**src/logic/dual_timers_pkg.sv**
```systemverilog
// Constants, field layouts and codes of the dual period timers
package dual_timers_pkg;
    localparam int ADDR_W = 8;
    localparam int DATA_W = 32;
    localparam int REG_W = 8;
    localparam int IDX_W = 6;
    localparam int PRE_W = 6;
    localparam int SCAL_W = 5;
    localparam int SYNC_STAGES = 3;
    typedef logic [IDX_W-1:0] reg_idx_t;
    // Register indices; byte address is four times the index
    localparam reg_idx_t IDX_T1_BOUND = 6'h09;
    localparam reg_idx_t IDX_T1_DIV = 6'h17;
    localparam reg_idx_t IDX_T1_CTRL = 6'h1C;
    localparam reg_idx_t IDX_T1_COUNT = 6'h1D;
    localparam reg_idx_t IDX_T2_CTRL = 6'h32;
    localparam reg_idx_t IDX_T2_COUNT = 6'h33;
    localparam reg_idx_t IDX_T2_DIV = 6'h34;
    localparam reg_idx_t IDX_T2_BOUND = 6'h35;
    localparam logic [REG_W-1:0] REG_RESET = 8'h00;
    localparam logic [1:0] RESP_OKAY = 2'h0;
    localparam logic [1:0] RESP_SLVERR = 2'h2;
    // Field positions
    localparam int T1_SRC_LSB = 4;
    localparam int T1_SRC_W = 4;
    localparam int T1_OUT_LSB = 2;
    localparam int INV_BIT = 0;
    localparam int T2_SRC_LSB = 4;
    localparam int T2_SRC_W = 3;
    localparam int XOSC_EN_BIT = 0;
    localparam int PRE_LSB = 5;
    localparam int T1_SCAL_LSB = 0;
    localparam int T2_SCAL_LSB = 0;
    localparam logic [REG_W-1:0] T1_CTRL_MASK = 8'hFF;
    localparam logic [REG_W-1:0] T2_CTRL_MASK = 8'h71;
    localparam logic [REG_W-1:0] DIV_MASK = 8'h7F;
    // Timer one clock sources
    localparam logic [3:0] T1_SRC_SYS = 4'h1;
    localparam logic [3:0] T1_SRC_FAST = 4'h2;
    localparam logic [3:0] T1_SRC_SLOW = 4'h4;
    localparam logic [3:0] T1_SRC_CMP = 4'h5;
    localparam logic [3:0] T1_SRC_PA0_RISE = 4'h8;
    localparam logic [3:0] T1_SRC_PA0_FALL = 4'h9;
    localparam logic [3:0] T1_SRC_PA4_RISE = 4'hC;
    localparam logic [3:0] T1_SRC_PA4_FALL = 4'hD;
    // Timer two clock sources
    localparam logic [2:0] T2_SRC_SYS = 3'h1;
    localparam logic [2:0] T2_SRC_FAST = 3'h2;
    localparam logic [2:0] T2_SRC_SLOW = 3'h4;
    localparam logic [2:0] T2_SRC_CMP = 3'h5;
    localparam logic [2:0] T2_SRC_XSLOW = 3'h6;
    // Output routing
    localparam logic [1:0] OUT_PA3 = 2'h2;
    localparam logic [1:0] OUT_PA4 = 2'h3;
    // Synchronised input lanes
    localparam int LANE_FAST = 0;
    localparam int LANE_SLOW = 1;
    localparam int LANE_XSLOW = 2;
    localparam int LANE_CMP = 3;
    localparam int LANE_PA0 = 4;
    localparam int LANE_PA4 = 5;
    localparam int LANES = 6;
    // Prescaler terminal counts for divide by 1, 4, 16, 64
    localparam logic [PRE_W-1:0] PRE_MAX_1 = 6'h00;
    localparam logic [PRE_W-1:0] PRE_MAX_4 = 6'h03;
    localparam logic [PRE_W-1:0] PRE_MAX_16 = 6'h0F;
    localparam logic [PRE_W-1:0] PRE_MAX_64 = 6'h3F;
    localparam logic [SCAL_W-1:0] SCAL_MAX_1 = 5'h00;
    localparam logic [SCAL_W-1:0] SCAL_MAX_2 = 5'h01;
    localparam logic [SCAL_W-1:0] SCAL_MAX_4 = 5'h03;
    function automatic logic [PRE_W-1:0] pre_max(input logic [1:0] code);
        case (code)
            2'h0: pre_max = PRE_MAX_1;
            2'h1: pre_max = PRE_MAX_4;
            2'h2: pre_max = PRE_MAX_16;
            default: pre_max = PRE_MAX_64;
        endcase
    endfunction
endpackage

```
**src/logic/timer_link_if.sv**
```systemverilog
// Control and status carried between the register block and one timer
interface timer_link_if #(
    parameter int PRE_W = 6,
    parameter int SCAL_W = 5,
    parameter int CNT_W = 8
);
    logic tick;
    logic [PRE_W-1:0] pre_max;
    logic [SCAL_W-1:0] scal_max;
    logic [CNT_W-1:0] bound;
    logic load;
    logic [CNT_W-1:0] load_value;
    logic [CNT_W-1:0] count;
    logic wave;
    modport ctrl (
        output tick, pre_max, scal_max, bound, load, load_value,
        input count, wave
    );
    modport tmr (
        input tick, pre_max, scal_max, bound, load, load_value,
        output count, wave
    );
endinterface

```
**src/logic/period_timer.sv**
```systemverilog
// One period-mode timer with prescaler and scalar
module period_timer (
    input wire logic aclk,
    input wire logic aresetn,
    timer_link_if.tmr link
);
    import dual_timers_pkg::*;

    logic [PRE_W-1:0] pre_q;
    logic [SCAL_W-1:0] scal_q;
    logic [REG_W-1:0] count_q;
    logic wave_q;
    logic pre_done;
    logic scal_done;
    logic at_bound;

    // Compare with >= so a lowered limit never strands a counter
    assign pre_done = link.tick && (pre_q >= link.pre_max);
    assign scal_done = pre_done && (scal_q >= link.scal_max);
    assign at_bound = scal_done && (count_q >= link.bound);
    assign link.count = count_q;
    assign link.wave = wave_q;

    always_ff @(posedge aclk) begin
        if (!aresetn) begin
            pre_q <= '0;
            scal_q <= '0;
        end else if (link.tick) begin
            pre_q <= pre_done ? '0 : pre_q + 1'b1;
            if (pre_done) begin
                scal_q <= scal_done ? '0 : scal_q + 1'b1;
            end
        end
    end

    always_ff @(posedge aclk) begin
        if (!aresetn) begin
            count_q <= REG_RESET;
            wave_q <= 1'b0;
        end else begin
            if (link.load) begin
                count_q <= link.load_value;
            end else if (at_bound) begin
                count_q <= '0;
            end else if (scal_done) begin
                count_q <= count_q + 1'b1;
            end
            if (at_bound) begin
                wave_q <= ~wave_q;
            end
        end
    end
endmodule

```
**src/logic/edge_sync.sv**
```systemverilog
// Three-stage synchroniser with settled-level edge pulses
module edge_sync #(
    parameter int WIDTH = 1
) (
    input wire logic aclk,
    input wire logic aresetn,
    input wire logic [WIDTH-1:0] async_in,
    output logic [WIDTH-1:0] rise,
    output logic [WIDTH-1:0] fall
);
    logic [WIDTH-1:0] s1_q;
    logic [WIDTH-1:0] s2_q;
    logic [WIDTH-1:0] s3_q;
    logic [WIDTH-1:0] level_q;
    logic [WIDTH-1:0] agree;

    // Only the second and third stages are compared
    assign agree = ~(s2_q ^ s3_q);
    assign rise = agree & s3_q & ~level_q;
    assign fall = agree & ~s3_q & level_q;

    always_ff @(posedge aclk) begin
        if (!aresetn) begin
            s1_q <= '0;
            s2_q <= '0;
            s3_q <= '0;
            level_q <= '0;
        end else begin
            s1_q <= async_in;
            s2_q <= s1_q;
            s3_q <= s2_q;
            level_q <= (agree & s3_q) | (~agree & level_q);
        end
    end
endmodule

```
**src/logic/dual_period_timers.sv**
```systemverilog
// Register block and clock selection of the two timers, and pin routing of timer one
module dual_period_timers (
    input wire logic aclk,
    input wire logic aresetn,
    input wire logic [dual_timers_pkg::ADDR_W-1:0] awaddr,
    input wire logic [2:0] awprot,
    input wire logic awvalid,
    output logic awready,
    input wire logic [dual_timers_pkg::DATA_W-1:0] wdata,
    input wire logic [3:0] wstrb,
    input wire logic wvalid,
    output logic wready,
    output logic [1:0] bresp,
    output logic bvalid,
    input wire logic bready,
    input wire logic [dual_timers_pkg::ADDR_W-1:0] araddr,
    input wire logic [2:0] arprot,
    input wire logic arvalid,
    output logic arready,
    output logic [dual_timers_pkg::DATA_W-1:0] rdata,
    output logic [1:0] rresp,
    output logic rvalid,
    input wire logic rready,
    input wire logic fast_internal_osc,
    input wire logic slow_internal_osc,
    input wire logic extra_slow_internal_osc,
    input wire logic comparator_result,
    input wire logic port_a_bit0_in,
    input wire logic port_a_bit4_in,
    output logic extra_slow_osc_enable,
    output logic port_a_bit3_out,
    output logic port_a_bit3_oe,
    output logic port_a_bit4_out,
    output logic port_a_bit4_oe,
    output logic second_timer_wave
);
    import dual_timers_pkg::*;

    ////////////////////////////////////////////////////////////////////////
    // Decode helpers

    function automatic logic idx_known(input reg_idx_t idx);
        idx_known = (idx == IDX_T1_BOUND) || (idx == IDX_T1_DIV) ||
            (idx == IDX_T1_CTRL) || (idx == IDX_T1_COUNT) ||
            (idx == IDX_T2_CTRL) || (idx == IDX_T2_COUNT) ||
            (idx == IDX_T2_DIV) || (idx == IDX_T2_BOUND);
    endfunction

    function automatic logic addr_hit(input logic [ADDR_W-1:0] addr);
        addr_hit = (addr[1:0] == 2'h0) && idx_known(addr[ADDR_W-1:2]);
    endfunction

    ////////////////////////////////////////////////////////////////////////
    // Registers

    logic [REG_W-1:0] t1_ctrl_q;
    logic [REG_W-1:0] t1_div_q;
    logic [REG_W-1:0] t1_bound_q;
    logic [REG_W-1:0] t2_ctrl_q;
    logic [REG_W-1:0] t2_div_q;
    logic [REG_W-1:0] t2_bound_q;

    ////////////////////////////////////////////////////////////////////////
    // Write channel: address and data taken in either order

    logic aw_held_q;
    logic w_held_q;
    logic [ADDR_W-1:0] aw_addr_q;
    logic [REG_W-1:0] w_data_q;
    logic w_lane_q;
    logic bvalid_q;
    logic [1:0] bresp_q;
    logic wr_fire;
    logic wr_hit;
    logic wr_ok;
    reg_idx_t wr_idx;

    assign awready = ~aw_held_q;
    assign wready = ~w_held_q;
    assign wr_fire = aw_held_q & w_held_q & ~bvalid_q;
    assign wr_idx = aw_addr_q[ADDR_W-1:2];
    assign wr_hit = addr_hit(aw_addr_q);
    assign wr_ok = wr_fire & wr_hit & w_lane_q;
    assign bvalid = bvalid_q;
    assign bresp = bresp_q;

    always_ff @(posedge aclk) begin
        if (!aresetn) begin
            aw_held_q <= 1'b0;
            aw_addr_q <= '0;
        end else if (awvalid && awready) begin
            aw_held_q <= 1'b1;
            aw_addr_q <= awaddr;
        end else if (wr_fire) begin
            aw_held_q <= 1'b0;
        end
    end

    always_ff @(posedge aclk) begin
        if (!aresetn) begin
            w_held_q <= 1'b0;
            w_data_q <= REG_RESET;
            w_lane_q <= 1'b0;
        end else if (wvalid && wready) begin
            w_held_q <= 1'b1;
            w_data_q <= wdata[REG_W-1:0];
            w_lane_q <= wstrb[0];
        end else if (wr_fire) begin
            w_held_q <= 1'b0;
        end
    end

    always_ff @(posedge aclk) begin
        if (!aresetn) begin
            bvalid_q <= 1'b0;
            bresp_q <= RESP_OKAY;
        end else if (wr_fire) begin
            bvalid_q <= 1'b1;
            bresp_q <= wr_hit ? RESP_OKAY : RESP_SLVERR;
        end else if (bready) begin
            bvalid_q <= 1'b0;
        end
    end

    ////////////////////////////////////////////////////////////////////////
    // Register updates

    logic wr_t1_ctrl;
    logic wr_t1_div;
    logic wr_t1_bound;
    logic wr_t2_ctrl;
    logic wr_t2_div;
    logic wr_t2_bound;
    logic wr_t2_count;

    assign wr_t1_ctrl = wr_ok && (wr_idx == IDX_T1_CTRL);
    assign wr_t1_div = wr_ok && (wr_idx == IDX_T1_DIV);
    assign wr_t1_bound = wr_ok && (wr_idx == IDX_T1_BOUND);
    assign wr_t2_ctrl = wr_ok && (wr_idx == IDX_T2_CTRL);
    assign wr_t2_div = wr_ok && (wr_idx == IDX_T2_DIV);
    assign wr_t2_bound = wr_ok && (wr_idx == IDX_T2_BOUND);
    assign wr_t2_count = wr_ok && (wr_idx == IDX_T2_COUNT);

    always_ff @(posedge aclk) begin
        if (!aresetn) begin
            t1_ctrl_q <= REG_RESET;
            t1_div_q <= REG_RESET;
            t1_bound_q <= REG_RESET;
            t2_ctrl_q <= REG_RESET;
            t2_div_q <= REG_RESET;
            t2_bound_q <= REG_RESET;
        end else begin
            if (wr_t1_ctrl) begin
                t1_ctrl_q <= w_data_q & T1_CTRL_MASK;
            end
            if (wr_t1_div) begin
                t1_div_q <= w_data_q & DIV_MASK;
            end
            if (wr_t1_bound) begin
                t1_bound_q <= w_data_q;
            end
            if (wr_t2_ctrl) begin
                t2_ctrl_q <= w_data_q & T2_CTRL_MASK;
            end
            if (wr_t2_div) begin
                t2_div_q <= w_data_q & DIV_MASK;
            end
            if (wr_t2_bound) begin
                t2_bound_q <= w_data_q;
            end
        end
    end

    ////////////////////////////////////////////////////////////////////////
    // Read channel; write-only registers read as zero

    timer_link_if #(.PRE_W(PRE_W), .SCAL_W(SCAL_W), .CNT_W(REG_W)) t1_link();
    timer_link_if #(.PRE_W(PRE_W), .SCAL_W(SCAL_W), .CNT_W(REG_W)) t2_link();

    logic rvalid_q;
    logic [REG_W-1:0] rdata_q;
    logic [1:0] rresp_q;
    reg_idx_t rd_idx;
    logic [REG_W-1:0] rd_value;

    assign rd_idx = araddr[ADDR_W-1:2];
    assign rd_value = (rd_idx == IDX_T1_CTRL) ? t1_ctrl_q :
        (rd_idx == IDX_T1_COUNT) ? t1_link.count :
        (rd_idx == IDX_T2_CTRL) ? t2_ctrl_q :
        (rd_idx == IDX_T2_COUNT) ? t2_link.count :
        REG_RESET;
    assign arready = ~rvalid_q;
    assign rvalid = rvalid_q;
    assign rresp = rresp_q;
    assign rdata = {{(DATA_W-REG_W){1'b0}}, rdata_q};

    always_ff @(posedge aclk) begin
        if (!aresetn) begin
            rvalid_q <= 1'b0;
            rdata_q <= REG_RESET;
            rresp_q <= RESP_OKAY;
        end else if (arvalid && arready) begin
            rvalid_q <= 1'b1;
            rdata_q <= addr_hit(araddr) ? rd_value : REG_RESET;
            rresp_q <= addr_hit(araddr) ? RESP_OKAY : RESP_SLVERR;
        end else if (rready) begin
            rvalid_q <= 1'b0;
        end
    end

    ////////////////////////////////////////////////////////////////////////
    // Clock sources from outside the clock domain

    logic [LANES-1:0] src_raw;
    logic [LANES-1:0] src_rise;
    logic [LANES-1:0] src_fall;

    assign src_raw[LANE_FAST] = fast_internal_osc;
    assign src_raw[LANE_SLOW] = slow_internal_osc;
    assign src_raw[LANE_XSLOW] = extra_slow_internal_osc;
    assign src_raw[LANE_CMP] = comparator_result;
    assign src_raw[LANE_PA0] = port_a_bit0_in;
    assign src_raw[LANE_PA4] = port_a_bit4_in;

    edge_sync #(.WIDTH(LANES)) u_sync (
        .aclk(aclk),
        .aresetn(aresetn),
        .async_in(src_raw),
        .rise(src_rise),
        .fall(src_fall)
    );

    ////////////////////////////////////////////////////////////////////////
    // Clock selection; reserved codes give no clock

    logic [T1_SRC_W-1:0] t1_src;
    logic [T2_SRC_W-1:0] t2_src;
    logic xosc_on;

    assign t1_src = t1_ctrl_q[T1_SRC_LSB +: T1_SRC_W];
    assign t2_src = t2_ctrl_q[T2_SRC_LSB +: T2_SRC_W];
    assign xosc_on = t2_ctrl_q[XOSC_EN_BIT];
    assign extra_slow_osc_enable = xosc_on;

    assign t1_link.tick =
        (t1_src == T1_SRC_SYS) ||
        ((t1_src == T1_SRC_FAST) && src_rise[LANE_FAST]) ||
        ((t1_src == T1_SRC_SLOW) && src_rise[LANE_SLOW]) ||
        ((t1_src == T1_SRC_CMP) && src_rise[LANE_CMP]) ||
        ((t1_src == T1_SRC_PA0_RISE) && src_rise[LANE_PA0]) ||
        ((t1_src == T1_SRC_PA0_FALL) && src_fall[LANE_PA0]) ||
        ((t1_src == T1_SRC_PA4_RISE) && src_rise[LANE_PA4]) ||
        ((t1_src == T1_SRC_PA4_FALL) && src_fall[LANE_PA4]);

    // Extra slow oscillator only runs while enabled
    assign t2_link.tick =
        (t2_src == T2_SRC_SYS) ||
        ((t2_src == T2_SRC_FAST) && src_rise[LANE_FAST]) ||
        ((t2_src == T2_SRC_SLOW) && src_rise[LANE_SLOW]) ||
        ((t2_src == T2_SRC_CMP) && src_rise[LANE_CMP]) ||
        ((t2_src == T2_SRC_XSLOW) && xosc_on &&
            src_rise[LANE_XSLOW]);

    ////////////////////////////////////////////////////////////////////////
    // Dividers and bounds

    logic [1:0] t2_scal_code;

    assign t1_link.pre_max = pre_max(t1_div_q[PRE_LSB +: 2]);
    assign t1_link.scal_max = t1_div_q[T1_SCAL_LSB +: SCAL_W];
    assign t1_link.bound = t1_bound_q;
    assign t1_link.load = 1'b0;
    assign t1_link.load_value = REG_RESET;

    assign t2_scal_code = t2_div_q[T2_SCAL_LSB +: 2];
    assign t2_link.pre_max = pre_max(t2_div_q[PRE_LSB +: 2]);
    assign t2_link.scal_max = (t2_scal_code == 2'h1) ? SCAL_MAX_2 :
        (t2_scal_code == 2'h3) ? SCAL_MAX_4 : SCAL_MAX_1;
    assign t2_link.bound = t2_bound_q;
    assign t2_link.load = wr_t2_count;
    assign t2_link.load_value = w_data_q;

    period_timer u_t1 (
        .aclk(aclk),
        .aresetn(aresetn),
        .link(t1_link)
    );

    period_timer u_t2 (
        .aclk(aclk),
        .aresetn(aresetn),
        .link(t2_link)
    );

    ////////////////////////////////////////////////////////////////////////
    // Timer one output to pins

    logic [1:0] t1_route;
    logic t1_pin_level;

    assign t1_route = t1_ctrl_q[T1_OUT_LSB +: 2];
    assign t1_pin_level = t1_link.wave ^ t1_ctrl_q[INV_BIT];
    assign port_a_bit3_oe = (t1_route == OUT_PA3);
    assign port_a_bit4_oe = (t1_route == OUT_PA4);
    assign port_a_bit3_out = port_a_bit3_oe & t1_pin_level;
    assign port_a_bit4_out = port_a_bit4_oe & t1_pin_level;
    assign second_timer_wave = t2_link.wave;
endmodule

```
**config.mk**
```make
export PLATFORM = sky130hd
export DESIGN_NAME = dual_period_timers
export DESIGN_NICKNAME = d
export VERILOG_FILES = /design/src/logic/dual_timers_pkg.sv /design/src/logic/timer_link_if.sv /design/src/logic/period_timer.sv /design/src/logic/edge_sync.sv /design/src/logic/dual_period_timers.sv
export SDC_FILE = /design/constraint.sdc
export NUM_CORES = 1
export LEC_CHECK = 0
export ABC_AREA = 1
export ABC_CLOCK_PERIOD_IN_PS = 1850
export BUFFER_PORTS_ARGS = -buffer_cell sky130_fd_sc_hd__buf_2
export CORE_ASPECT_RATIO = 0.75
export CORE_MARGIN = 2
export CORE_UTILIZATION = 35
export DETAILED_ROUTE_END_ITERATION = 8
export GPL_TIMING_DRIVEN = 0
export REMOVE_ABC_BUFFERS = 1
export SYNTH_ARGS = -nofsm -noshare
export SYNTH_HDL_FRONTEND = slang
export SYNTH_SLANG_ARGS = --single-unit
```
**constraint.sdc**
```tcl
create_clock -name aclk -period 1.85 [get_ports aclk]
set_input_delay 0.555 -clock aclk [delete_from_list [all_inputs] [get_ports aclk]]
set_output_delay 0.555 -clock aclk [all_outputs]
set_load 0.01 [all_outputs]
```
Yosys cells after proc, flatten, opt, wreduce, memory -nomap -nowiden
Index checks and enable logic that the tools add are counted.
{"block": "totals", "output_inout_bits": 47, "regBits": 139, "word_cells": 194}
{"block": "classes", "eq_ne": 37, "magnitude_cmp": 6, "n_addsub": 6, "reduce_logical": 67, "n_mux": 25, "n_bitwise": 25}
{"operator": "8-bit 2-to-1 mux", "n": 8}
{"operator": "6-bit equality test, second input constant", "n": 8}
{"operator": "6-bit by 5-bit equality test with 1-bit output, second input constant", "n": 6}
{"operator": "6-bit one-hot mux with 3 select lines", "n": 2}
{"operator": "6-bit AND", "n": 5}
{"operator": "1-bit logical AND", "n": 30}
{"operator": "1-bit logical OR", "n": 25}
{"operator": "6-bit inverter", "n": 4}
{"operator": "8-bit by 1-bit adder with 8-bit output, second input constant", "n": 2}
{"operator": "4-bit equality test, second input constant", "n": 4}
{"operator": "8-bit >= comparator", "n": 2}
{"operator": "6-bit by 1-bit adder with 6-bit output, second input constant", "n": 2}
{"operator": "6-bit by 4-bit equality test with 1-bit output, second input constant", "n": 2}
{"operator": "6-bit >= comparator", "n": 2}
{"operator": "6-bit 2-to-1 mux", "n": 2}
{"operator": "5-bit by 1-bit adder with 5-bit output, second input constant", "n": 2}
{"operator": "2-bit equality test, second input constant", "n": 5}
{"operator": "5-bit 2-to-1 mux", "n": 2}
{"operator": "3-bit equality test, second input constant", "n": 3}
{"operator": "4-bit by 3-bit equality test with 1-bit output, second input constant", "n": 2}
{"operator": "2-bit logical NOT", "n": 4}
{"operator": "2-bit 2-to-1 mux", "n": 4}
{"operator": "2-bit nonzero test", "n": 4}
{"operator": "1-bit 2-to-1 mux", "n": 7}
{"operator": "other kinds (15)", "n": 29}

Longest topological paths before layout
Gate-level depths: netlist (run 1).
{"block": "depth", "word_depth": 16, "ltp_mapped": 14, "ltp_nobuf": 14}

By module
A second synthesis (run 1) with hierarchy kept.
{"block": "unflattened", "hier_cells": 1191, "area_unflattened_um2": 7818.7}
{"module": "dual_period_timers", "n_inst": 1, "area_each_um2": 3548.4, "cells_each": 551}
{"module": "period_timer", "n_inst": 2, "area_each_um2": 1619.1, "cells_each": 250}
{"module": "edge_sync", "n_inst": 1, "area_each_um2": 1032.2, "cells_each": 140}

Worst setup path after synthesis (run 1)
OpenSTA, ideal clock, no wires.
{"block": "synth_path", "kind": "register to register", "start": "reg t2_div_q[6]", "end": "reg u_t2.count_q[0], in the netlist u_t2.link.count[0]", "t_arrival_ns": 1.624, "setup_slack_ns": 0.170, "path_stages_with_launch": 14, "period_less_slack_ns": 1.680, "setup_ns": 0.057, "path_cell_list": "dfxtp_1 nor2_1 inv_1 ha_1 o21ai_0 nand2_1 nand2_1 nand2_1 nand3_1 nor2_1 nand3_1 nand3_1 nand2_1 inv_1"}
{"block": "synth_via", "elab_chain_cells": 8, "elab_cells_between_ends": 11, "cone_classes": "order compare: 1; eq/ne: 2; mux: 3; reduce/logical: 5"}
{"element": "from (decl)", "line_no": "dual_period_timers.sv:60", "rtl": "logic [REG_W-1:0] t2_div_q;"}
{"element": "from (signal assigned)", "line_no": "dual_period_timers.sv:166", "rtl": "t2_div_q <= w_data_q & DIV_MASK;"}
{"element": "2-bit equality test (tied with other cells)", "line_no": "dual_timers_pkg.sv:72", "rtl": "case (code)"}
{"element": "6-bit one-hot mux with 3 select lines *", "line_no": "dual_timers_pkg.sv:72"}
{"element": "6-bit >= comparator *", "line_no": "period_timer.sv:18", "rtl": "assign pre_done = link.tick && (pre_q >= link.pre_max);"}
{"element": "1-bit logical AND *", "line_no": "period_timer.sv:18"}
{"element": "1-bit logical AND *", "line_no": "period_timer.sv:19", "rtl": "assign scal_done = pre_done && (scal_q >= link.scal_max);"}
{"element": "1-bit logical AND", "line_no": "period_timer.sv:20", "rtl": "assign at_bound = scal_done && (count_q >= link.bound);"}
{"element": "8-bit 2-to-1 mux", "line_no": "period_timer.sv:43", "rtl": "end else if (at_bound) begin"}
{"element": "8-bit 2-to-1 mux", "line_no": "period_timer.sv:41", "rtl": "if (link.load) begin"}
{"element": "to (signal assigned)", "line_no": "period_timer.sv:42", "rtl": "count_q <= link.load_value;"}
{"element": "to (signal assigned)", "line_no": "period_timer.sv:46", "rtl": "count_q <= count_q + 1'b1;"}
{"element": "to (decl)", "line_no": "period_timer.sv:11", "rtl": "logic [REG_W-1:0] count_q;"}
Every way passes the cells marked *; elsewhere a longest branch is shown, timed or not.
A chain may end at the register's enable or synchronous reset.

Worst setup path after layout (run 1)
{"block": "layout_path", "start": "reg t1_div_q[5]", "end": "reg u_t1.count_q[4], in the netlist u_t1.link.count[4]"}
{"block": "layout_via", "elab_chain_cells": 7, "elab_cells_between_ends": 9, "cone_classes": "order compare: 1; eq/ne: 2; mux: 1; reduce/logical: 5"}
{"element": "from (decl)", "line_no": "dual_period_timers.sv:57", "rtl": "logic [REG_W-1:0] t1_div_q;"}
{"element": "from (signal assigned)", "line_no": "dual_period_timers.sv:157", "rtl": "t1_div_q <= w_data_q & DIV_MASK;"}
{"element": "2-bit equality test (tied with other cells)", "line_no": "dual_timers_pkg.sv:72"}
{"element": "6-bit one-hot mux with 3 select lines *", "line_no": "dual_timers_pkg.sv:72"}
{"element": "6-bit >= comparator *", "line_no": "period_timer.sv:18"}
{"element": "1-bit logical AND *", "line_no": "period_timer.sv:18"}
{"element": "1-bit logical AND *", "line_no": "period_timer.sv:19"}
{"element": "1-bit logical AND", "line_no": "period_timer.sv:20"}
{"element": "2-bit OR reduction (no source line)"}
{"element": "to (signal assigned)", "line_no": "period_timer.sv:42"}
{"element": "to (signal assigned)", "line_no": "period_timer.sv:46"}
{"element": "to (decl)", "line_no": "period_timer.sv:11"}
Marks and branches as above.

==> impl_metrics.toml, run 1 <==
[outcome]
status = "finished, violations left"
violations = "negative setup slack"

[placement]
portBuffers = 58
gp_congestion = 0.794
dp_slack_ns = -0.837
hpwl_um = 11900
dp.cells = 1317

[sta]
finClkSkew_ns = 0.00777
fin_crit_sh_pct = 102
finalHoldViolCount = 0
drv_slew = 0
postLayoutSetupSlackWorst_ns = -0.0398
timing.fmax_mhz = 529
worst_pin_slew_ns = 0.597
fin_crit_ns = 1.89
rsz0062_at_grt = "yes"
setup_viol_count_final = 8
maxSlewHeadroom_pct = 60.0

[clocking]
clockBufferDepth = 2
cts_tree = "built"
cts.reportedPaths.clkPinSlew_ns = 0.06
cts_max_level = 4
cts_root_buffer = "clkbuf_16"
clock_latency_ns = 0.43
cts_made_buffers = 17
cts_sinks = 134
cts_hold_buf = 0

[logic_synthesis]
syn_inst = 1022
yosysTopAreaCellShare_pct = 37.7
netlist.top_cell.by_area = "dfxtp_1"
synth_seq_cells = 134
ys_seq_area_share_pct = 37.7
synth_ff_type = "dfxtp_1"
synthTopCellsByArea = "dfxtp_1 38%, nand2_1 11%, ha_1 8.6%, inv_1 8.2%, nor2_1 8.2%"
synth_cell_type_count = 40
syn-cell-area_um2 = 7110
yosys_warnings = 0
avgSynthCellArea_um2 = 6.96
ys_async_sr_fraction_pct = 0
synth_edf_count = 0

[final_layout]
finalNonFillerCells = 1376
antenna_cells = 0
drive_gt1_share_pct = 19.7
nFillCells = 2025
syn_to_final_growth_pct = 24.8
final_nets = 1225

[detailed_routing]
routedWlPerCell_um = 12.8
vias = 6354
initialDrtViolationCount = 430
drc = 0
final_antenna_net_count = 0
drt_pass1_iterations = 5
via_per_inst = 4.62
routed_wl_um = 17600

[global_route]
overflow = 0
grt_pass1_vias = 5429
track_usage_pct = 16.1
grt_max_degree = 53
antenna_found_initial = 0
grt_pass1_wl_um = 27400

[floorplanning]
start_util_pct = 35.4
row_count = 45
dieArea_um2 = 21500
io_pins = 118
die_h_um = 127
chipWidth_um = 169
core_um2 = 20100

[setup_path]
path_max_fanout = 6
cp.required_ns = 2.15
critical_path.max_stage_delay_ns = 0.36
critPathKind = "flop to flop"
cp_slowest_cell = "dfxtp_4"
critPathCaptureType = "flop"
cp_cell_sequence = "nor2_4, ha_4, inv_2, nor2_1, o211ai_1, nand3_4, nand2_8, clkinvlp_4, nand3_1, a21oi_1"
crit_arrival_ns = 2.19
start_kind = "flop"

[power]
internal_power_w = 0.00518
switchingPower_w = 0.00164
p_per_area_nw_per_um2 = 768
ir_worst_vdd_uv = 412
p_seq_share_pct = 44.4
switching_share_pct = 24.0
power_frac_comb_pct = 4.8
power_frac_clock_pct = 50.8
power_w = 0.00682
p_leak_nw = 4.41

[worst_hold_path]
hold_class = "input pin to flop"

[job]
drv_cap = 0
-- synth_stat cells, drive strengths merged (3+ instances only) --
cell,number
a21oi,63
a31oi,3
buf,37
clkbuf,10
dfxtp,134
ha,49
inv,158
nand2,220
nand3,77
nand4,15
nor2,157
nor3,17
o21a,3
o21ai,42
o22ai,3
xnor2,4
xor2,14
-- path summary, 6_finish.rpt --
path | end | depth (start not counted) | from | slack [ns]
worst max-delay path | u_t1.link.count[4]$_SDFFE_PP0P_ | 10 | t1_div_q[5]$_SDFFE_PN0P_ | -0.04
worst min-delay path | u_sync.s1_q[0]$_SDFF_PN0_ | 3 | fast_internal_osc | 0.31
worst max register to register | u_t1.link.count[4]$_SDFFE_PP0P_ | 10 | t1_div_q[5]$_SDFFE_PN0P_ | -0.04
worst min register to register | u_sync.s2_q[3]$_SDFF_PN0_ | 2 | u_sync.s1_q[3]$_SDFF_PN0_ | 0.41
-- final cells by class --
cell class	instances	area, um2	share of cell area, %
flip-flops and latches	134	2720	30.6
repair buffers	83	549	6.19
inverters	160	608	6.85
clock inverters	10	121	1.37
multi-input cells	708	4060	45.8
clock buffers	22	484	5.46
repair inverters	1	7.51	0.0846
well taps	258	323	3.64
-- cell usage in the layout, fill, tap and decap left out, types with 4 or more instances in the layout --
| cell | count |
|---|---|
| a21oi_2 | 6 |
| nand3_4 | 8 |
| ha_4 | 6 |
| nor2_2 | 5 |
| xnor2_1 | 4 |
| inv_2 | 8 |
| nand2_4 | 6 |
| o21ai_0 | 30 |
| a21oi_1 | 56 |
| dfxtp_4 | 5 |
| conb_1 | 26 |
| nand3_1 | 50 |
| clkbuf_16 | 17 |
| buf_2 | 57 |
| buf_4 | 18 |
| inv_1 | 149 |
| clkinvlp_4 | 7 |
| ha_1 | 43 |
| nor2_4 | 5 |
| dfxtp_2 | 12 |
| nand2_1 | 201 |
| clkbuf_8 | 4 |
| o21ai_1 | 11 |
| nand3_2 | 21 |
| xor2_1 | 14 |
| nor2_1 | 146 |
| buf_12 | 4 |
| nor3_1 | 13 |
| dfxtp_1 | 117 |
| nand4_1 | 15 |
| nand2_2 | 11 |
-- stage by stage --
stage / cell area, um2 / hold WS (ns) / util, % / TNS (ns)
after floorplan: 6910 / 0.390 / - / -0.316
after global placement: 7520 / 0.394 / 37.4 / -83.07
after detailed placement: 7540 / 0.395 / 37.5 / -22.42
after CTS: 8330 / 0.286 / 41.4 / -0.00619
after global routing: 8870 / 0.301 / 44.1 / -1.69
final: 8870 / 0.307 / 44.1 / -0.177
-- metal layers --
metal	global-route usage (%)	vias to the layer above	part of all wire, %
met5	0	-	0
met1	23.5	2856	53
met3	4.46	13	4.7
met2	22.8	131	41
li1	-	3354	-
met4	5.53	0	1.2
-- logic make-up (layout without fill, tap and decap cells) --
family	Yosys count	count (layout)	synth area share, %
other	1	26	0.0527
adder cells (fa/ha/maj)	49	49	8.62
AO/OA/AOI/OAI	121	121	9.06
XOR/XNOR	18	18	2.22
AND/OR/NAND/NOR	492	494	29.7
flip-flops	134	134	37.7
buffers and inverters	207	276	12.6
-- critical path: cells and delay by family, from the launching register on --
kind	cells	cell delay, ns
flops	1	0.36
buf+inv	2	0.23
fa+ha+maj	1	0.22
compound gates	2	0.34
simple gates	5	0.62
-- repair_timing --
item	in CTS	in global routing
setup buffers	7	17
setup endpoints to repair	65	92
pin swaps	8	38
resized for setup	28	96
cloned	1	2
-- registers in the layout (all words and copies together), names as in the netlist, 8 cells and up, named ones only --
| name | cells |
|---|---|
| aw_addr_q | 8 |
| rdata_q | 8 |
| t1_bound_q | 8 |
| t1_ctrl_q | 8 |
| t2_bound_q | 8 |
| t2_link.load_value | 8 |
| u_t1.link.count | 8 |
| u_t2.link.count | 8 |
-- power by group through the flow --
| stage | logic, W | clock network [W] | registers, W |
|---|---|---|---|
| floorplan | 0.000175 | 0 | 0.00305 |
| global placement | 0.000299 | 0 | 0.00308 |
| detailed placement | 0.000307 | 0 | 0.00308 |
| CTS | 0.000310 | 0.00353 | 0.00302 |
| global route | 0.000375 | 0.00365 | 0.00303 |
| finish | 0.000328 | 0.00346 | 0.00302 |
(Power assumes the default switching activity.)
==> run 2, diff against run 1 <==
--- a/config.mk
+++ b/config.mk
@@ -13,7 +13,7 @@
 export CORE_UTILIZATION = 35
 export DETAILED_ROUTE_END_ITERATION = 8
 export GPL_TIMING_DRIVEN = 0
-export REMOVE_ABC_BUFFERS = 1
+export MAX_ROUTING_LAYER = met4
 export SYNTH_ARGS = -nofsm -noshare
 export SYNTH_HDL_FRONTEND = slang
 export SYNTH_SLANG_ARGS = --single-unit
==> impl_metrics.toml, run 2 (same netlist as run 1, synthesis figures left out) <==
[global_route]
grt_pass1_vias = 5800
track_usage_pct = 17.7
overflow = 0
antenna_found_initial = 0
grt_max_degree = 17
grt_pass1_wl_um = 29200

[power]
ir_worst_vdd_uv = 492
power_frac_clock_pct = 50.6
p_seq_share_pct = 43.7
p_leak_nw = 4.57
switchingPower_w = 0.00165
switching_share_pct = 23.8
power_w = 0.00693
internal_power_w = 0.00529
p_per_area_nw_per_um2 = 760
power_frac_comb_pct = 5.7

[floorplanning]
die_h_um = 127
io_pins = 118
dieArea_um2 = 21500
row_count = 45
core_um2 = 20100
chipWidth_um = 169
start_util_pct = 35.4

[final_layout]
regArea_um2 = 2730
drive_gt1_share_pct = 22.2
antenna_cells = 0
finalNonFillerCells = 1413
syn_to_final_growth_pct = 28.3
final_nets = 1262
multi_input_area_um2 = 4060
mostFrequentLayoutCells = "199 x nand2_1, 147 x inv_1, 139 x nor2_1"
layout_commonest_cell = "nand2_1"
fin_area_um2 = 9120
nFillCells = 2011

[detailed_routing]
final_antenna_net_count = 0
met2_length_um = 7720
routed_wl_um = 18700
top_layer_used = "met4"
vias = 6575
wl_met3_um = 1040
drc = 0
wl_met1_um = 9690
drt_pass1_iterations = 5
initialDrtViolationCount = 372
routedWlPerCell_um = 13.3
via_per_inst = 4.65

[worst_hold_path]
holdPathStages = 3
hold_path_end = "u_sync.s1_q[1]$_SDFF_PN0_"
hp-start = "slow_internal_osc"
hold_class = "input pin to flop"

[clocking]
clock_latency_ns = 0.42
cts.reportedPaths.clkPinSlew_ns = 0.06
clockBufferDepth = 2
cts_max_level = 4
cts_hold_buf = 0
cts_sinks = 134
cts_made_buffers = 17
cts_root_buffer = "clkbuf_16"
cts_tree = "built"

[setup_path]
cp.required_ns = 2.21
r2r-start = "t2_bound_q[7]$_SDFFE_PN0P_"
cp-startpoint = "t2_bound_q[7]$_SDFFE_PN0P_"
r2r-end = "u_t2.link.count[3]$_SDFFE_PN0P_"
critPathCaptureType = "flop"
start_kind = "flop"
rrSetupSlack_ns = 0.002
path_max_fanout = 8
crit_arrival_ns = 2.21
critPathKind = "flop to flop"
reg2reg_depth = 10

[sta]
timing.fmax_mhz = 541
maxSlewHeadroom_pct = 41.5
rsz0062_at_grt = "yes"
finClkSkew_ns = 0.0102
fin_crit_ns = 1.85
worst_pin_slew_ns = 0.877
finalHoldViolCount = 0
setup_viol_count_final = 0
postLayoutSetupSlackWorst_ns = 0.00179
drv_slew = 0
fin_crit_sh_pct = 99.9

[job]
drv_cap = 0

[placement]
dp_slack_ns = -0.409
dp.cells = 1363
placed_area_um2 = 7820
hpwl_um = 13100
gp_congestion = 0.842
portBuffers = 58

[outcome]
status = "completed"
## run 2: cell types whose count changed in the layout (fill, tap and decap cells not counted), moves of 3 or more
cell	delta
buf_4	+24
clkbuf_1	+10
nand3_1	+7
nand3_2	-7
nor2_1	-7
dfxtp_4	+5
clkinvlp_4	-4
dfxtp_1	-4
nor2_2	+4
buf_12	-3
buf_2	+3
buf_6	+3
nand2_4	+3
nor2_4	+3
## run 2: layout make-up
cell class | instances | area share [%]
Inverter | 160 | 6.64
Tap cell | 258 | 3.54
Clock inverter | 11 | 1.63
Multi-Input combinational cell | 706 | 44.5
Sequential cell | 134 | 30.0
Buffer | 45 | 3.44
Clock buffer | 21 | 5.05
Timing Repair Buffer | 78 | 5.21
## run 2: how the worst max path moves through the flow
stage                                           end  slack [ns]  depth (start not counted)
finish              u_t2.link.count[3]$_SDFFE_PN0P_       0.002                         10
global route        u_t2.link.count[3]$_SDFFE_PN0P_       -0.09                         10
CTS                     u_t1.scal_q[4]$_SDFFE_PN0P_       0.003                         10
detailed placement  u_t2.link.count[2]$_SDFFE_PN0P_       -0.41                         13
global placement           t2_div_q[5]$_SDFFE_PN0P_       -0.44                          5
floorplan           u_t2.link.count[0]$_SDFFE_PN0P_        0.17                         13
## run 2: worst max-delay path, stage by stage (launching register included)
cell     delay [ns]
dfxtp_1        0.30
inv_1          0.05
ha_1           0.32
a21oi_2        0.15
o21a_1         0.21
nand3_2        0.15
nor2_4         0.28
nand3_1        0.12
nand3_1        0.09
nand2_1        0.05
inv_1          0.06
## run 2: repair_timing
action / 4_1_cts / 5_1_grt
cloned: 0 / 2
endpoints found under the setup margin: 71 / 84
resized for setup: 27 / 121
buffers inserted: 5 / 13
pin swaps: 7 / 27
## run 2: per-stage QoR
step / util [%] / hold slack, ns / TNS (ns)
2_1_floorplan: - / 0.390 / 0
3_3_place_gp: 38.9 / 0.398 / -18.57
3_5_place_dp: 38.9 / 0.398 / -18.05
4_1_cts: 42.6 / 0.314 / 0
5_1_grt: 45.4 / 0.314 / -1.14
6_report: 45.4 / 0.318 / 0
## run 2: power by group through the flow
stage / sequential [W] / combinational (W) / clock, W
final: 0.00303 / 0.000396 / 0.00351
after global routing: 0.00303 / 0.000449 / 0.00368
after CTS: 0.00303 / 0.000369 / 0.00354
after detailed placement: 0.00308 / 0.000362 / 0
after global placement: 0.00308 / 0.000359 / 0
after floorplan: 0.00305 / 0.000240 / 0
## run 2: metal layers
metal | up-vias | global-route usage (%)
li1 | 3422 | -
met1 | 2965 | 25.3
met2 | 162 | 25.2
met3 | 26 | 3.28
met4 | 0 | 5.07
met5 | - | -
==> run 3, diff against run 2 <==
--- a/config.mk
+++ b/config.mk
@@ -14,6 +14,7 @@
 export DETAILED_ROUTE_END_ITERATION = 8
 export GPL_TIMING_DRIVEN = 0
 export MAX_ROUTING_LAYER = met4
+export REMOVE_ABC_BUFFERS = 1
 export SYNTH_ARGS = -nofsm -noshare
 export SYNTH_HDL_FRONTEND = slang
 export SYNTH_SLANG_ARGS = --single-unit
==> impl_metrics.toml, run 3 (same netlist as run 1, synthesis figures left out) <==
[global_route]
grt_pass1_vias = 5444
antenna_found_initial = 0
overflow = 0
grt_pass1_wl_um = 27400
track_usage_pct = 16.6
grt_max_degree = 53

[final_layout]
antenna_cells = 0
finalNonFillerCells = 1371
utilization_pct = 44.0
drive_gt1_share_pct = 19.3
mostFrequentLayoutCells = "202 x nand2_1, 149 x inv_1, 146 x nor2_1"
syn_to_final_growth_pct = 24.4
final_nets = 1220
layout_commonest_cell = "nand2_1"

[detailed_routing]
vias = 6328
drt_pass1_iterations = 4
routed_wl_um = 17300
via_per_inst = 4.62
initialDrtViolationCount = 376
drc = 0
routedWlPerCell_um = 12.7
final_antenna_net_count = 0

[power]
power_w = 0.00681
p_leak_nw = 4.38
p_per_area_nw_per_um2 = 770
ir_worst_vdd_uv = 411

[setup_path]
path_delay_family = "simple AND/OR/NAND/NOR gates"
cp.required_ns = 2.16
cp_num_cells = 10
start_kind = "flop"
critical_path.max_stage_delay_ns = 0.36
crit_arrival_ns = 2.16
critPathKind = "flop to flop"
critPathCaptureType = "flop"
path_max_fanout = 6
cp_slowest_cell = "dfxtp_4"
critPathBufInv = 2
cp_cell_sequence = "nor2_4, ha_4, inv_2, nor2_1, o211ai_1, nand3_4, nand2_8, clkinvlp_4, nand3_1, a21oi_1"
reg2reg_depth = 10

[sta]
timing.fmax_mhz = 541
rsz0062_at_grt = "yes"
setup_viol_count_final = 0
finalHoldViolCount = 0
worst_pin_slew_ns = 0.602
fin_crit_ns = 1.85
fin_crit_sh_pct = 99.9
hold_ws_ns = 0.305
drv_slew = 0
maxSlewHeadroom_pct = 59.6
finClkSkew_ns = 0.00603
postLayoutSetupSlackWorst_ns = 0.00111

[clocking]
cts_root_buffer = "clkbuf_16"
cts_max_level = 4
cts_made_buffers = 17
clockBufferDepth = 2
cts_sinks = 134
cts_tree = "built"
cts.reportedPaths.clkPinSlew_ns = 0.06
cts_hold_buf = 0
clock_latency_ns = 0.43

[job]
drv_cap = 0

[floorplanning]
io_pins = 118
start_util_pct = 35.4
chipWidth_um = 169
core_um2 = 20100
dieArea_um2 = 21500
die_h_um = 127
row_count = 45

[worst_hold_path]
hold_class = "input pin to flop"
holdPathStages = 3

[placement]
portBuffers = 58
dp.cells = 1317
gp_congestion = 0.805
dp_slack_ns = -0.837
hpwl_um = 11900

[outcome]
status = "completed"
run 3: cell count changes in the layout (fill, tap and decap cells not counted), sizes merged:
| cell | before | now |
|---|---|---|
| buf | 112 | 79 |
| bufinv | 3 | 2 |
| clkbuf | 32 | 22 |
| clkinv | 6 | 5 |
| clkinvlp | 3 | 7 |
| inv | 159 | 157 |
| nand3 | 77 | 78 |
run 3: worst paths after layout:
check                                                       end                       from  slack, ns
worst max-delay path            u_t1.link.count[4]$_SDFFE_PP0P_   t1_div_q[6]$_SDFFE_PN0P_      0.001
worst min-delay path                  u_sync.s1_q[0]$_SDFF_PN0_          fast_internal_osc       0.31
worst max register to register  u_t1.link.count[4]$_SDFFE_PP0P_   t1_div_q[6]$_SDFFE_PN0P_      0.001
worst min register to register        u_sync.s2_q[3]$_SDFF_PN0_  u_sync.s1_q[3]$_SDFF_PN0_       0.41
run 3: routing by layer:
metal,wire [um],global-route usage (%),vias up
li1,-,-,3345
met1,9230,23.4,2831
met2,7040,22.8,135
met3,853,4.31,17
met4,223,5.53,0
met5,0,-,-
run 3: area by class of cell:
type / instances / area [um2]
fill: 2037 / 11300
multi-input combinational: 707 / 4050
sequential: 134 / 2720
inverter: 160 / 608
timing repair buffer: 79 / 528
clock buffer: 22 / 484
tap: 258 / 323
clock inverter: 10 / 121
timing repair inverter: 1 / 7.51
run 3: worst reg2reg max path: stages (launching register included):
cell	delay, ns
dfxtp_4	0.36
nor2_4	0.13
ha_4	0.21
inv_2	0.04
nor2_1	0.03
o211ai_1	0.27
nand3_4	0.19
nand2_8	0.14
clkinvlp_4	0.19
nand3_1	0.12
a21oi_1	0.07
run 3: metrics by stage:
| stage | instance area [um2] | setup TNS (ns) |
|---|---|---|
| 2_1_floorplan | 6910 | -0.316 |
| 3_3_place_gp | 7520 | -83.07 |
| 3_5_place_dp | 7540 | -22.42 |
| 4_1_cts | 8330 | -0.00619 |
| 5_1_grt | 8840 | -1.21 |
| 6_report | 8840 | 0 |
run 3: repair_timing:
action                     in CTS  in global routing
cloned                          1                  1
buffers inserted                7                 13
setup endpoints to repair      65                 92
gates resized for setup        28                 94
pin swaps                       8                 35
run 3: power breakdown:
part,switching (W),internal [W]
Clock,0.00133,0.00213
Combinational,0.000224,0.000105
Sequential,0.0000801,0.00294
